$ cat src/design/branch_eval_pkg.sv
// Package for the conditional branch evaluator: types and constants
package branch_eval_pkg;

  localparam int          PC_W        = 16;
  localparam int          OFS_W       = 7;
  localparam logic [15:0] PC_RESET    = 16'h0000;
  localparam logic [15:0] PC_STEP     = 16'h0001;
  localparam int          TAKEN_CYC   = 2;
  localparam int          FALL_CYC    = 1;
  // Status flag positions
  localparam int          FLAG_CARRY  = 0;
  localparam int          FLAG_ZERO   = 1;
  localparam int          FLAG_NEG    = 2;

  typedef enum logic [2:0] {
    jump_if_equal,
    jump_if_unequal,
    jump_if_carry_set,
    jump_if_carry_clear,
    jump_if_same_or_higher,
    jump_if_lower,
    jump_if_minus
  } jump_op_t;

  // One issued branch instruction
  typedef struct packed {
    jump_op_t           op;
    logic [OFS_W-1:0]   ofs;
  } jump_req_t;

  // Outcome reported once the instruction retires
  typedef struct packed {
    logic               taken;
    logic [1:0]         cycles;
    logic [PC_W-1:0]    pc;
  } jump_res_t;

endpackage : branch_eval_pkg

$ cat src/design/conditional_branch_eval.sv
// Conditional relative branch evaluator for the 8-bit core
//
// Operation
// - jump_if_equal taken when zero flag is one: pc gets pc plus k plus one.
// - jump_if_unequal taken when zero flag is zero: pc plus k plus one.
// - jump_if_carry_set and jump_if_lower taken when carry is one.
// - jump_if_carry_clear and jump_if_same_or_higher taken when carry zero.
// - jump_if_minus taken when negative flag is one.
// - No branch changes any status flag, taken or not.
// - Every branch here completes in one or two clock cycles.
`timescale 1ns/1ps
module conditional_branch_eval
  import branch_eval_pkg::*;
#(
  // Counter and offset widths; the packed carriers fix them
  parameter int PC_WIDTH  = PC_W,
  parameter int OFS_WIDTH = OFS_W
)
(
  // Clock and reset
  input  wire logic                       clk_sys,
  input  wire logic                       rst,
  // Instruction issue
  input  wire logic                       req_valid,
  output logic                            req_ready,
  input  wire branch_eval_pkg::jump_req_t req,
  // Status flags from the core
  input  wire logic [7:0]                 flags_in,
  output logic [7:0]                      flags_out,
  // Program counter and completion
  output logic [branch_eval_pkg::PC_W-1:0] pc,
  output logic                            done,
  output branch_eval_pkg::jump_res_t      res
);
  import branch_eval_pkg::*;

  typedef enum logic [0:0] {ST_IDLE, ST_TAKEN} state_t;

  // Control group: sequencing and the retire strobe
  state_t                state_q, state_d;
  logic                  done_q, done_d;
  // Counter group: program counter and the pending jump target
  logic [PC_WIDTH-1:0]   pc_q, pc_d;
  logic [PC_WIDTH-1:0]   target_q, target_d;
  // Result group: outcome of the last retired instruction
  jump_res_t             res_q, res_d;

  // Decoded view of the instruction offered this cycle
  logic                  accept;
  logic                  cond_met;
  logic                  take_jump;
  logic                  fall_through;

  // The carriers fix both widths, so any other value is refused here
  if (PC_WIDTH != PC_W)
  begin : g_pc_width_check
    $error("pc width must equal the carrier pc width");
  end
  if (OFS_WIDTH != OFS_W)
  begin : g_ofs_width_check
    $error("offset width must equal the carrier offset width");
  end
  // Sign extension needs at least one spare bit above the offset
  if (OFS_WIDTH >= PC_WIDTH)
  begin : g_ext_check
    $error("offset must be narrower than the program counter");
  end
  // The cycle count field of the result is two bits wide
  if (TAKEN_CYC > 3 || FALL_CYC > 3 || FALL_CYC < 1)
  begin : g_cycle_check
    $error("cycle counts must fit the two-bit cycles field");
  end

  function automatic logic cond_holds(input jump_op_t op,
                                      input logic [7:0] f);
    logic r;
    r = 1'b0;
    unique case (op)
      jump_if_equal:          r = f[FLAG_ZERO];
      jump_if_unequal:        r = !f[FLAG_ZERO];
      jump_if_carry_set,
      jump_if_lower:          r = f[FLAG_CARRY];
      jump_if_carry_clear,
      jump_if_same_or_higher: r = !f[FLAG_CARRY];
      jump_if_minus:          r = f[FLAG_NEG];
      default:                r = 1'b0;
    endcase
    return r;
  endfunction : cond_holds

  // Signed word displacement, sign-extended to the counter width
  function automatic logic [PC_W-1:0] rel_target(input logic [PC_W-1:0] p,
                                                 input logic [OFS_W-1:0] k);
    logic [PC_W-1:0] kx;
    kx = {{(PC_W-OFS_W){k[OFS_W-1]}}, k};
    return p + kx + PC_STEP;
  endfunction : rel_target

  // Address of the instruction that follows in sequence
  function automatic logic [PC_W-1:0] seq_next(input logic [PC_W-1:0] p);
    return p + PC_STEP;
  endfunction : seq_next

  // The block never writes the flags; they pass straight back
  assign flags_out = flags_in;

  // A new branch is only taken while idle; the taken cycle refuses it
  assign req_ready    = (state_q == ST_IDLE);
  assign accept       = req_valid && req_ready;
  assign cond_met     = cond_holds(req.op, flags_in);
  assign take_jump    = accept && cond_met;
  assign fall_through = accept && !cond_met;

  assign pc   = pc_q;
  assign done = done_q;
  assign res  = res_q;

  // Control group
  always_comb
  begin
    state_d = state_q;
    done_d  = 1'h0;
    unique case (state_q)
      ST_IDLE:
      begin
        if (take_jump)
        begin
          // Second cycle models the pipeline refill of a taken branch
          state_d = ST_TAKEN;
        end
        else if (fall_through)
        begin
          done_d = 1'h1;
        end
      end
      ST_TAKEN:
      begin
        done_d  = 1'h1;
        state_d = ST_IDLE;
      end
    endcase
  end

  always_ff @(posedge clk_sys)
  begin
    if (rst)
    begin
      state_q <= ST_IDLE;
      done_q  <= 1'h0;
    end
    else
    begin
      state_q <= state_d;
      done_q  <= done_d;
    end
  end

  // Counter group: the target is taken from the pc at issue, so a
  // taken jump lands relative to its own address
  always_comb
  begin
    pc_d     = pc_q;
    target_d = target_q;
    if (take_jump)
    begin
      target_d = rel_target(pc_q, req.ofs);
    end
    else if (fall_through)
    begin
      pc_d = seq_next(pc_q);
    end
    if (state_q == ST_TAKEN)
    begin
      pc_d = target_q;
    end
  end

  always_ff @(posedge clk_sys)
  begin
    if (rst)
    begin
      pc_q     <= PC_RESET;
      target_q <= PC_RESET;
    end
    else
    begin
      pc_q     <= pc_d;
      target_q <= target_d;
    end
  end

  // Result group: holds between retirements so the core may read it late
  always_comb
  begin
    res_d = res_q;
    if (fall_through)
    begin
      res_d.taken  = 1'h0;
      res_d.cycles = 2'(FALL_CYC);
      res_d.pc     = seq_next(pc_q);
    end
    else if (state_q == ST_TAKEN)
    begin
      res_d.taken  = 1'h1;
      res_d.cycles = 2'(TAKEN_CYC);
      res_d.pc     = target_q;
    end
  end

  always_ff @(posedge clk_sys)
  begin
    if (rst)
    begin
      res_q <= '0;
    end
    else
    begin
      res_q <= res_d;
    end
  end

endmodule : conditional_branch_eval

$ cat config.mk
export PLATFORM = sky130hd
export DESIGN_NAME = conditional_branch_eval
export DESIGN_NICKNAME = d
export VERILOG_FILES = /design/src/design/branch_eval_pkg.sv /design/src/design/conditional_branch_eval.sv
export SDC_FILE = /design/constraint.sdc
export NUM_CORES = 1
export LEC_CHECK = 0
export ABC_CLOCK_PERIOD_IN_PS = 4600
export BUFFER_PORTS_ARGS = -buffer_cell sky130_fd_sc_hd__buf_2
export CAP_MARGIN = 30
export CORE_MARGIN = 10
export CORE_UTILIZATION = 50
export CTS_BUF_LIST = sky130_fd_sc_hd__clkbuf_16
export DETAILED_ROUTE_END_ITERATION = 12
export HOLD_SLACK_MARGIN = 0.12
export PLACE_DENSITY = 0.73
export SETUP_SLACK_MARGIN = 0.2
export SYNTH_ARGS = -nofsm -noshare
export SYNTH_HDL_FRONTEND = slang
export SYNTH_SLANG_ARGS = --single-unit
$ cat constraint.sdc
create_clock -name clk_sys -period 4.6 [get_ports clk_sys]
set_input_delay 0.46 -clock clk_sys [delete_from_list [all_inputs] [get_ports clk_sys]]
set_output_delay 0.46 -clock clk_sys [all_outputs]
set_load 0.1 [all_outputs]
# After elaboration in Yosys (flattened, before gate mapping)
# Index checks and enable logic that the tools add are counted.
# word_totals
out_inout_bits,45
elab_cells,41
in_bits,21
register_bits,52
# classes
n_reduce_logical,12
eq_ne,7
bitwise,1
mux,11
n_addsub,3
# ops
operator,count
$mux W16,3
$mux W17,2
$add A16 B1 Y16 const B,2
$add A16 B16 Y16,1
$eq A3 B3 Y1 const B,3
$eq A3 B2 Y1 const B,2
$reduce_or A2 Y1,3
$pmux W1 S5,1
$pmux W1 S2,2
$eq A3 B1 Y1 const B,1
$logic_and A1 B1 Y1,3
$logic_not A1 Y1,3
$logic_not A3 Y1,1
$mux W1,3
$ne A2 B2 Y1 const B,1
$reduce_and A2 Y1,1
$reduce_bool A2 Y1,1
$not A1 Y1,1

# Depth between registers and ports, before layout
# Gate-level depths: netlist (run 1).
# depth
ltp_word,8
ltp_mapped,9
ltp_nobuf,9

# Least setup slack after synthesis (run 1)
# No wires, ideal clock.
# synth_timing
kind,register -> register
startpoint,"reg pc_q[6], in the netlist pc[6]"
endpoint,reg target_q[13]
setup_ns,0.117
n_path_buf,1
path_stages_with_launch,8
synth_period_minus_slack_ns,2.902
arrival_ns,2.785
setup_slack_ns,1.698
required_time_ns,4.483
path_cell_list,dfxtp_1 -> ha_1 -> clkbuf_1 -> a21oi_1 -> nor3b_1 -> a2111oi_0 -> or3_1 -> a32o_1
# synth_via
elab_chain_len,2
# synth_rtl
item,line_no,text
from (decl),conditional_branch_eval.sv:43,"logic [PC_WIDTH-1:0] pc_q, pc_d;"
from (signal assigned),conditional_branch_eval.sv:187,pc_q <= pc_d;
$add A16 B16 Y16,conditional_branch_eval.sv:96,return p + kx + PC_STEP;
$add A16 B1 Y16,conditional_branch_eval.sv:96,
to (signal assigned),conditional_branch_eval.sv:188,target_q <= target_d;
to (decl),conditional_branch_eval.sv:44,"logic [PC_WIDTH-1:0] target_q, target_d;"
# No other way between the ends.
# A chain may end at the register's enable or synchronous reset.

# Final worst setup path (run 1)
# layout_timing
startpoint,"reg pc_q[1], in the netlist pc[1]"
endpoint,reg target_q[13]
# The elaborated chain is that of the path after synthesis.

==> results of run 1 <==
[where the power goes]
group / total, mW / switching [mW] / internal, mW
logic: 0.458 / 0.342 / 0.116
registers: 0.530 / 0.0418 / 0.488
clock network: 0.415 / 0.161 / 0.254
total: 1.40 / 0.544 / 0.858
[path summary, 6_finish.rpt]
check          from           end  slack, ns  cells after the start
max reg2reg   pc[1]  target_q[13]       2.17                      6
max           pc[1]  target_q[13]       2.17                      6
min reg2reg  res[8]        res[8]       0.47                      2
min          res[8]        res[8]       0.47                      2
[per-stage QoR]
step	power, mW	utilization [%]	cells
detailed placement	0.9957	55.87	518
CTS	1.407	58.41	526
global route	1.464	58.41	526
global placement	0.9892	55.87	518
finish	1.403	58.41	526
floorplan	0.9317	-	416
[cells in the mapped netlist, drive strengths merged (8+ instances only)]
master / n / area share [%]
nand3: 12 / 1.8
clkbuf: 14 / 1.5
dfxtp: 52 / 31
nand4: 9 / 1.8
o32ai: 8 / 2.1
nor2: 36 / 4.0
a311oi: 9 / 2.7
and4: 8 / 2.1
a31oi: 9 / 1.7
a21oi: 22 / 3.2
xnor2: 13 / 3.4
or3: 12 / 2.2
inv: 19 / 2.1
nand2: 33 / 3.7
a211oi: 14 / 3.1
ha: 16 / 5.9
o21ai: 17 / 2.5
buf: 19 / 3.7
[worst max-delay path: cells and delay by family (launching register included)]
family | cells | cell delay [ns]
AO/OA/AOI/OAI | 3 | 1.05
flip-flops | 1 | 0.50
AND/OR/NAND/NOR | 2 | 0.50
adder cells (fa/ha/maj) | 1 | 0.29
[final cells by class]
class                   instances  area, sq um
flip-flops and latches         52         1041
repair buffers                 58        297.8
multi-input cells             312         2102
fillers                       600         2686
well taps                      77        96.34
clock buffers                   5        125.1
inverters                      19        71.32
clock inverters                 3        38.79
[metal layers]
layer	global-route usage [%]	part of all wire (%)	wire, um
met1	23.32	46	4113
met2	26.37	44	3984
met3	3.239	9.3	838
met5	0	0	0
met4	4.230	0.96	87
[cell families after synthesis]
kind of cell | after synthesis
AO/OA/AOI/OAI | 130
XOR/XNOR | 20
multiplexers | 2
AND/OR/NAND/NOR | 143
flip-flops | 52
adder cells (fa/ha/maj) | 17
buffers and inverters | 52
[flip-flops by register name (all words and copies together) (netlist names)]
register  cells
pc           16
done          1
state_q       1
res          18
target_q     16
==> flow_summary.ini, run 1 <==
[global_routing]
grt_use_total_pct = 16.89
antenna_found_initial = 0
grt_pass1_vias = 2953
grt_overflow = 0
grt_max_degree = 56
grt_first_pass_wirelength_mm = 14.51

[cts]
cts_root_buf = clkbuf_16
cts_post_setup_buffers_inserted = 0
clock_latency_ns = 0.29
cts.clk_slew.worst_paths_ns = 0.07
cts_buffer_depth = 2
postCtsHoldBufs = 0
clock-sinks = 52
cts-buffers-inserted = 5
htreeDepth = 2
cts_tree = built
cts_resized = 0

[critical_path]
worstSetupEndpointType = register
worstPathCellList = ha_1 > nor2b_1 > o31ai_1 > a2111oi_0 > or3_1 > a32o_1
startpoint_type = register
path_class = register to register
cp_data_arrival_time_ns = 2.61
critPathSlowestCell = o31ai_1
cpPeakStageDelay_ns = 0.55
cp.required_ns = 4.78
crit_path_max_fanout = 7

[die]
start_util_pct = 52.50
ioPinCount = 66
die-area_sq_um = 10480
coreArea_sq_um = 6459
rows = 29
die_height_um = 102.4
die-width_um = 102.4

[finish]
fin_nets = 486
final_cell_mix = buf_2, dfxtp_1, nor2_1
n_antenna_cell = 0
postLayoutCellArea_sq_um = 3772
layout_commonest_cell = buf_2
drive_above_1_share_pct = 17.15
areaGrowthSynthToFinish_pct = 11.25

[synthesis]
synth_area_sq_um = 3391
ys_seq_elements = 52
synth-simple-area-share_pct = 21.96
synthesis.instances = 416
synth_cell_type_count = 59
yosysSeqAreaShare_pct = 30.70
synth_xor_area_share_pct = 5.166
synth-adder-area-share_pct = 6.494
synthArstFlopShare_pct = 0
avgSynthCellArea_sq_um = 8.151
synthMuxAreaShare_pct = 0.5904
synth_compound_area_share_pct = 27.79
synth-main-ff-cell = dfxtp_1
synth_edf_count = 0
synth_top_family_by_area = compound AO/OA/AOI/OAI gates
yosysWarningCount = 0
syn-num-nets = 454

[route]
dr.pass1.iters = 4
drtIter0Drc = 193
vias = 3222
viasPerCell = 6.125
wl_mm = 9.023
antenna_left = 0
avgRoutedWirePerCell_um = 17.15
drc = 0

[run_status]
status = completed

[sta]
slew_headroom_pct = 38.34
min_period_ns = 2.430
fmax_mhz = 411.5
hold_slack_ns = 0.4707
setup_viol = 0
setup_ws_ns = 2.170
skew_ns = 0.006521
worst_pin_slew_ns = 0.9249
fin_crit_sh_pct = 52.83
rsz0062_at_grt = false
final.setup.tns_ns = 0
finalHoldViolCount = 0
maxSlewViolCount = 0

[power]
powerDensity_nw_per_um2 = 371.8
ir_drop_mv = 0.1811
leakagePower_nw = 1.509

[place]
gp_congestion = 0.9162
dp_hpwl_mm = 6.753
pre_cts_ws_ns = 2.026
post_dp_cell_area_sq_um = 3608
io_buffer_count = 55

[hold_path]
hold_class = register to register

[job]
cap_violations = 0
Note: power is estimated with default switching activity, not from simulation.
==> inputs of run 2 (changes only) <==
--- a/config.mk
+++ b/config.mk
@@ -5,7 +5,7 @@
 export SDC_FILE = /design/constraint.sdc
 export NUM_CORES = 1
 export LEC_CHECK = 0
-export ABC_CLOCK_PERIOD_IN_PS = 4600
+export ABC_CLOCK_PERIOD_IN_PS = 2100
 export BUFFER_PORTS_ARGS = -buffer_cell sky130_fd_sc_hd__buf_2
 export CAP_MARGIN = 30
 export CORE_MARGIN = 10
@@ -13,7 +13,7 @@
 export CTS_BUF_LIST = sky130_fd_sc_hd__clkbuf_16
 export DETAILED_ROUTE_END_ITERATION = 12
 export HOLD_SLACK_MARGIN = 0.12
-export PLACE_DENSITY = 0.73
+export PLACE_DENSITY = 0.76
 export SETUP_SLACK_MARGIN = 0.2
 export SYNTH_ARGS = -nofsm -noshare
 export SYNTH_HDL_FRONTEND = slang
==> constraint.sdc (replaced) <==
create_clock -name clk_sys -period 2.1 [get_ports clk_sys]
set_input_delay 0.21 -clock clk_sys [delete_from_list [all_inputs] [get_ports clk_sys]]
set_output_delay 0.21 -clock clk_sys [all_outputs]
set_load 0.1 [all_outputs]
==> flow_summary.ini, run 2 (synthesis results as in run 1) <==
[sta]
rsz0062_at_grt = true
fin_crit_sh_pct = 102.4
maxSlewViolCount = 0
setup_ws_ns = -0.05093
worst_pin_slew_ns = 0.6670
slew_headroom_pct = 55.53
hold_slack_ns = 0.3218
finalHoldViolCount = 0
fmax_mhz = 464.9
setup_viol = 4
min_period_ns = 2.151
final.setup.tns_ns = -0.08053
skew_ns = 0.005207

[cts]
cts-buffers-inserted = 5
cts_root_buf = clkbuf_16
htreeDepth = 2
cts_buffer_depth = 2
clock-sinks = 52
cts_tree = built
cts.clk_slew.worst_paths_ns = 0.07
clock_latency_ns = 0.29
postCtsHoldBufs = 0

[run_status]
violations = setup timing
status = finished with violations

[critical_path]
critPathSlowestCell = fa_2
reg2reg_slack_ns = -0.05
path_class = register to register
worstSetupEndpointType = register
cp_data_arrival_time_ns = 2.36
crit_path_max_fanout = 4
worstPathCellList = inv_4 > ha_4 > inv_2 > fa_2 > a211o_1 > a211oi_2 > o21ai_1 > a21o_1 > a311oi_2
cp.required_ns = 2.31
r2r_cells = 9
startpoint_type = register
cpPeakStageDelay_ns = 0.37

[global_routing]
grt_first_pass_wirelength_mm = 15.70
grt_overflow = 0
grt_max_degree = 40
antenna_found_initial = 0
grt_use_total_pct = 18.72
grt_pass1_vias = 3073

[power]
powerDensity_nw_per_um2 = 756.8
leakagePower_nw = 1.756
ir_drop_mv = 0.3535
finalPower_mw = 3.300

[finish]
areaGrowthSynthToFinish_pct = 28.60
largest_register_ffs = 18
fin_cells = 562
fillCellCount = 520
final_cell_mix = buf_2, dfxtp_1, nor2_1, buf_4, nand2_1
fin_nets = 522
layout_commonest_cell = buf_2
n_antenna_cell = 0
drive_above_1_share_pct = 32.58

[place]
dp_hpwl_mm = 7.599
pre_cts_ws_ns = 0.004477
gp_congestion = 0.9527
dp_cells = 540
io_buffer_count = 55

[hold_path]
hold_class = input port to register
min_path_cells = 4

[job]
cap_violations = 0

[route]
drc = 0
vias = 3519
dr.pass1.iters = 5
antenna_left = 0
wl_mm = 10.58
drtIter0Drc = 354
avgRoutedWirePerCell_um = 18.83
viasPerCell = 6.262

[die]
start_util_pct = 52.50
coreArea_sq_um = 6459
rows = 29
ioPinCount = 66
die-area_sq_um = 10480
die-width_um = 102.4
die_height_um = 102.4
run 2: changes by cell type in the layout (fill, tap and decap cells not counted), sizes merged:
cell	delta
buf	+36
run 2: layer usage:
layer | up-vias | part of all wire, % | routed length, um | track usage (%)
met3 | 14 | 8.7 | 916 | 2.767
met1 | 1645 | 44 | 4643 | 26.57
met5 | - | 0 | 0 | 0
li1 | 1698 | - | - | -
met4 | 0 | 1.4 | 150 | 5.098
met2 | 162 | 46 | 4872 | 28.74
run 2: power by group:
part           total, mW  switching (mW)  internal (mW)  leakage, nW
Combinational       1.23           0.854          0.379         1.24
Clock              0.918           0.361          0.556       0.0850
Sequential          1.15          0.0815           1.07        0.435
Total               3.30            1.30           2.00         1.76
run 2: timing repair:
action	in CTS	in global routing
setup buffers	5	9
setup endpoints to repair	12	12
gates resized for setup	11	16
pin swaps	7	10
run 2: per-stage QoR:
step / util (%) / instance area (sq um)
floorplan: - / 3551
global placement: 60.71 / 3921
detailed placement: 60.71 / 3921
CTS: 64.90 / 4192
global route: 67.51 / 4360
finish: 67.51 / 4360
run 2: layout make-up:
type / count / area, sq um / share of cell area [%]
clock inverter: 3 / 38.79 / 0.8895
timing repair buffer: 94 / 588.1 / 13.49
clock buffer: 5 / 125.1 / 2.869
multi-input combinational: 312 / 2351 / 53.92
tap: 77 / 96.34 / 2.209
inverter: 19 / 73.82 / 1.693
sequential: 52 / 1087 / 24.94
run 2: worst paths after layout:
kind	from	to
max	pc[0]	target_q[8]
min	req[0]	target_q[0]
max reg2reg	pc[0]	target_q[8]
min reg2reg	res[7]	res[7]
run 2: critical path, delay by kind of cell, from the launching register on:
kind | cells | cell delay [ns]
AOI/OAI and AO/OA | 5 | 1.13
adders and majority gates | 2 | 0.50
DFF | 1 | 0.35
buffers and inverters | 2 | 0.10
==> inputs of run 3 (changes only) <==
--- a/config.mk
+++ b/config.mk
@@ -11,6 +11,7 @@
 export CORE_MARGIN = 10
 export CORE_UTILIZATION = 50
 export CTS_BUF_LIST = sky130_fd_sc_hd__clkbuf_16
+export CTS_CLUSTER_SIZE = 40
 export DETAILED_ROUTE_END_ITERATION = 12
 export HOLD_SLACK_MARGIN = 0.12
 export PLACE_DENSITY = 0.76
==> constraint.sdc (replaced) <==
create_clock -name clk_sys -period 2.1 [get_ports clk_sys]
set_input_delay 0.315 -clock clk_sys [delete_from_list [all_inputs] [get_ports clk_sys]]
set_output_delay 0.315 -clock clk_sys [all_outputs]
set_load 0.1 [all_outputs]
==> flow_summary.ini, run 3 (synthesis results as in run 1) <==
[power]
powerDensity_nw_per_um2 = 750.6
p_int_mw = 2.018
p_seq_share_pct = 34.7
leakagePower_nw = 1.756
clockPowerShare_pct = 28.0
finalPower_mw = 3.321
ir_drop_mv = 0.3927
netSwitchingFraction_pct = 39.24
p_comb_share_pct = 37.4
power.switching_mw = 1.303

[hold_path]
hold_class = input port to register
min_path_cells = 4

[critical_path]
startpoint_type = register
cp_data_arrival_time_ns = 2.40
path_class = register to register
reg2reg_slack_ns = -0.09
r2r_cells = 9
worstSetupEndpointType = register
crit_path_max_fanout = 3
cp.required_ns = 2.31

[finish]
n_antenna_cell = 0
postLayoutCellArea_sq_um = 4424
largest_register_ffs = 18
drive_above_1_share_pct = 34.62
areaGrowthSynthToFinish_pct = 30.48
multi_input_area_sq_um = 2347
fin_cells = 568
seq_area_sq_um = 1087
fillCellCount = 502
fin_nets = 528
final_cell_mix = buf_2, buf_4, dfxtp_1
layout_commonest_cell = buf_2

[place]
dp_hpwl_mm = 7.849
dp_cells = 550
post_dp_cell_area_sq_um = 4021
pre_cts_ws_ns = -0.06784
io_buffer_count = 55
gp_congestion = 0.9483

[job]
cap_violations = 0

[sta]
rsz0062_at_grt = true
finalHoldViolCount = 0
maxSlewViolCount = 0
fin_crit_sh_pct = 104.3
fmax_mhz = 456.6
worst_pin_slew_ns = 0.5074
skew_ns = 0.004682
setup_ws_ns = -0.08995
setup_viol = 2
slew_headroom_pct = 66.18
min_period_ns = 2.190

[global_routing]
grt_use_total_pct = 19.04
grt_overflow = 0
grt_pass1_vias = 3244
antenna_found_initial = 0
grt_max_degree = 30
grt_first_pass_wirelength_mm = 16.08

[cts]
cts-buffers-inserted = 5
cts_tree = built
cts_root_buf = clkbuf_16
clock_latency_ns = 0.30
cts.clk_slew.worst_paths_ns = 0.07
htreeDepth = 2
clock-sinks = 52
postCtsHoldBufs = 0
cts_buffer_depth = 2

[route]
viasPerCell = 6.347
avgRoutedWirePerCell_um = 19.15
dr.pass1.iters = 5
dr_wl_met3_mm = 1.008
drtIter0Drc = 279
wl_mm = 10.88
wl_met2_mm = 5.173
vias = 3605
wl_met1_mm = 4.506
antenna_left = 0
drc = 0
top_layer = met4

[die]
rows = 29
die-width_um = 102.4
die-area_sq_um = 10480
ioPinCount = 66
start_util_pct = 52.50
coreArea_sq_um = 6459
die_height_um = 102.4

[run_status]
violations = setup timing
status = finished with violations
run 3: changes by cell type in the layout (fill, tap and decap cells not counted), sizes merged:
cell and change:
inv -1, clkbuf +1, buf +5, clkinvlp +1
run 3: final cells by class:
type                       instances  share of cell area, %
multi-input combinational        312                  53.05
clock inverter                     3                 0.9615
inverter                          19                  1.669
clock buffer                       5                  2.828
sequential                        52                  24.58
timing repair buffer             100                  14.73
tap                               77                  2.178
run 3: through the flow:
stage,hold WS (ns),TNS (ns),util [%]
floorplan,0.4354,-0.03390,-
global placement,0.4466,-0.02769,62.26
detailed placement,0.4550,-0.3118,62.26
CTS,0.4595,0,65.77
global route,0.4764,-0.2424,68.50
finish,0.4526,-0.1527,68.50
run 3: routing by layer:
layer,vias up,GRT usage [%]
met5,-,0
met4,0,6.941
met3,22,3.171
met2,178,30.02
met1,1703,25.52
li1,1702,-
run 3: path summary, 6_finish.rpt:
path,from,to
setup / recovery,pc[0],target_q[8]
hold / removal,req[0],target_q[0]
setup reg to reg,pc[0],target_q[8]
hold reg to reg,target_q[14],res[14]
run 3: timing repair:
action / CTS / global route
endpoints found under the setup margin: 14 / 23
pin swaps: 1 / 8
buffers inserted: 2 / 8
gates resized for setup: 10 / 22
hold endpoints to repair: 0 / 0
run 3: power by group through the flow:
stage,clock network (mW),registers [mW],logic [mW]
finish,0.928,1.15,1.24
global route,0.959,1.16,1.32
floorplan,0,1.52,0.555
global placement,0,1.16,1.12
detailed placement,0,1.17,1.15
CTS,0.926,1.15,1.17
run 3: critical path, cell delays in order (launching register included):
cell and delay [ns]:
dfxtp_4 0.35, inv_4 0.06, ha_4 0.13, inv_2 0.04, fa_2 0.36, a211o_1 0.31
a211oi_2 0.29, o21ai_1 0.13, a21o_1 0.19, a311oi_2 0.24
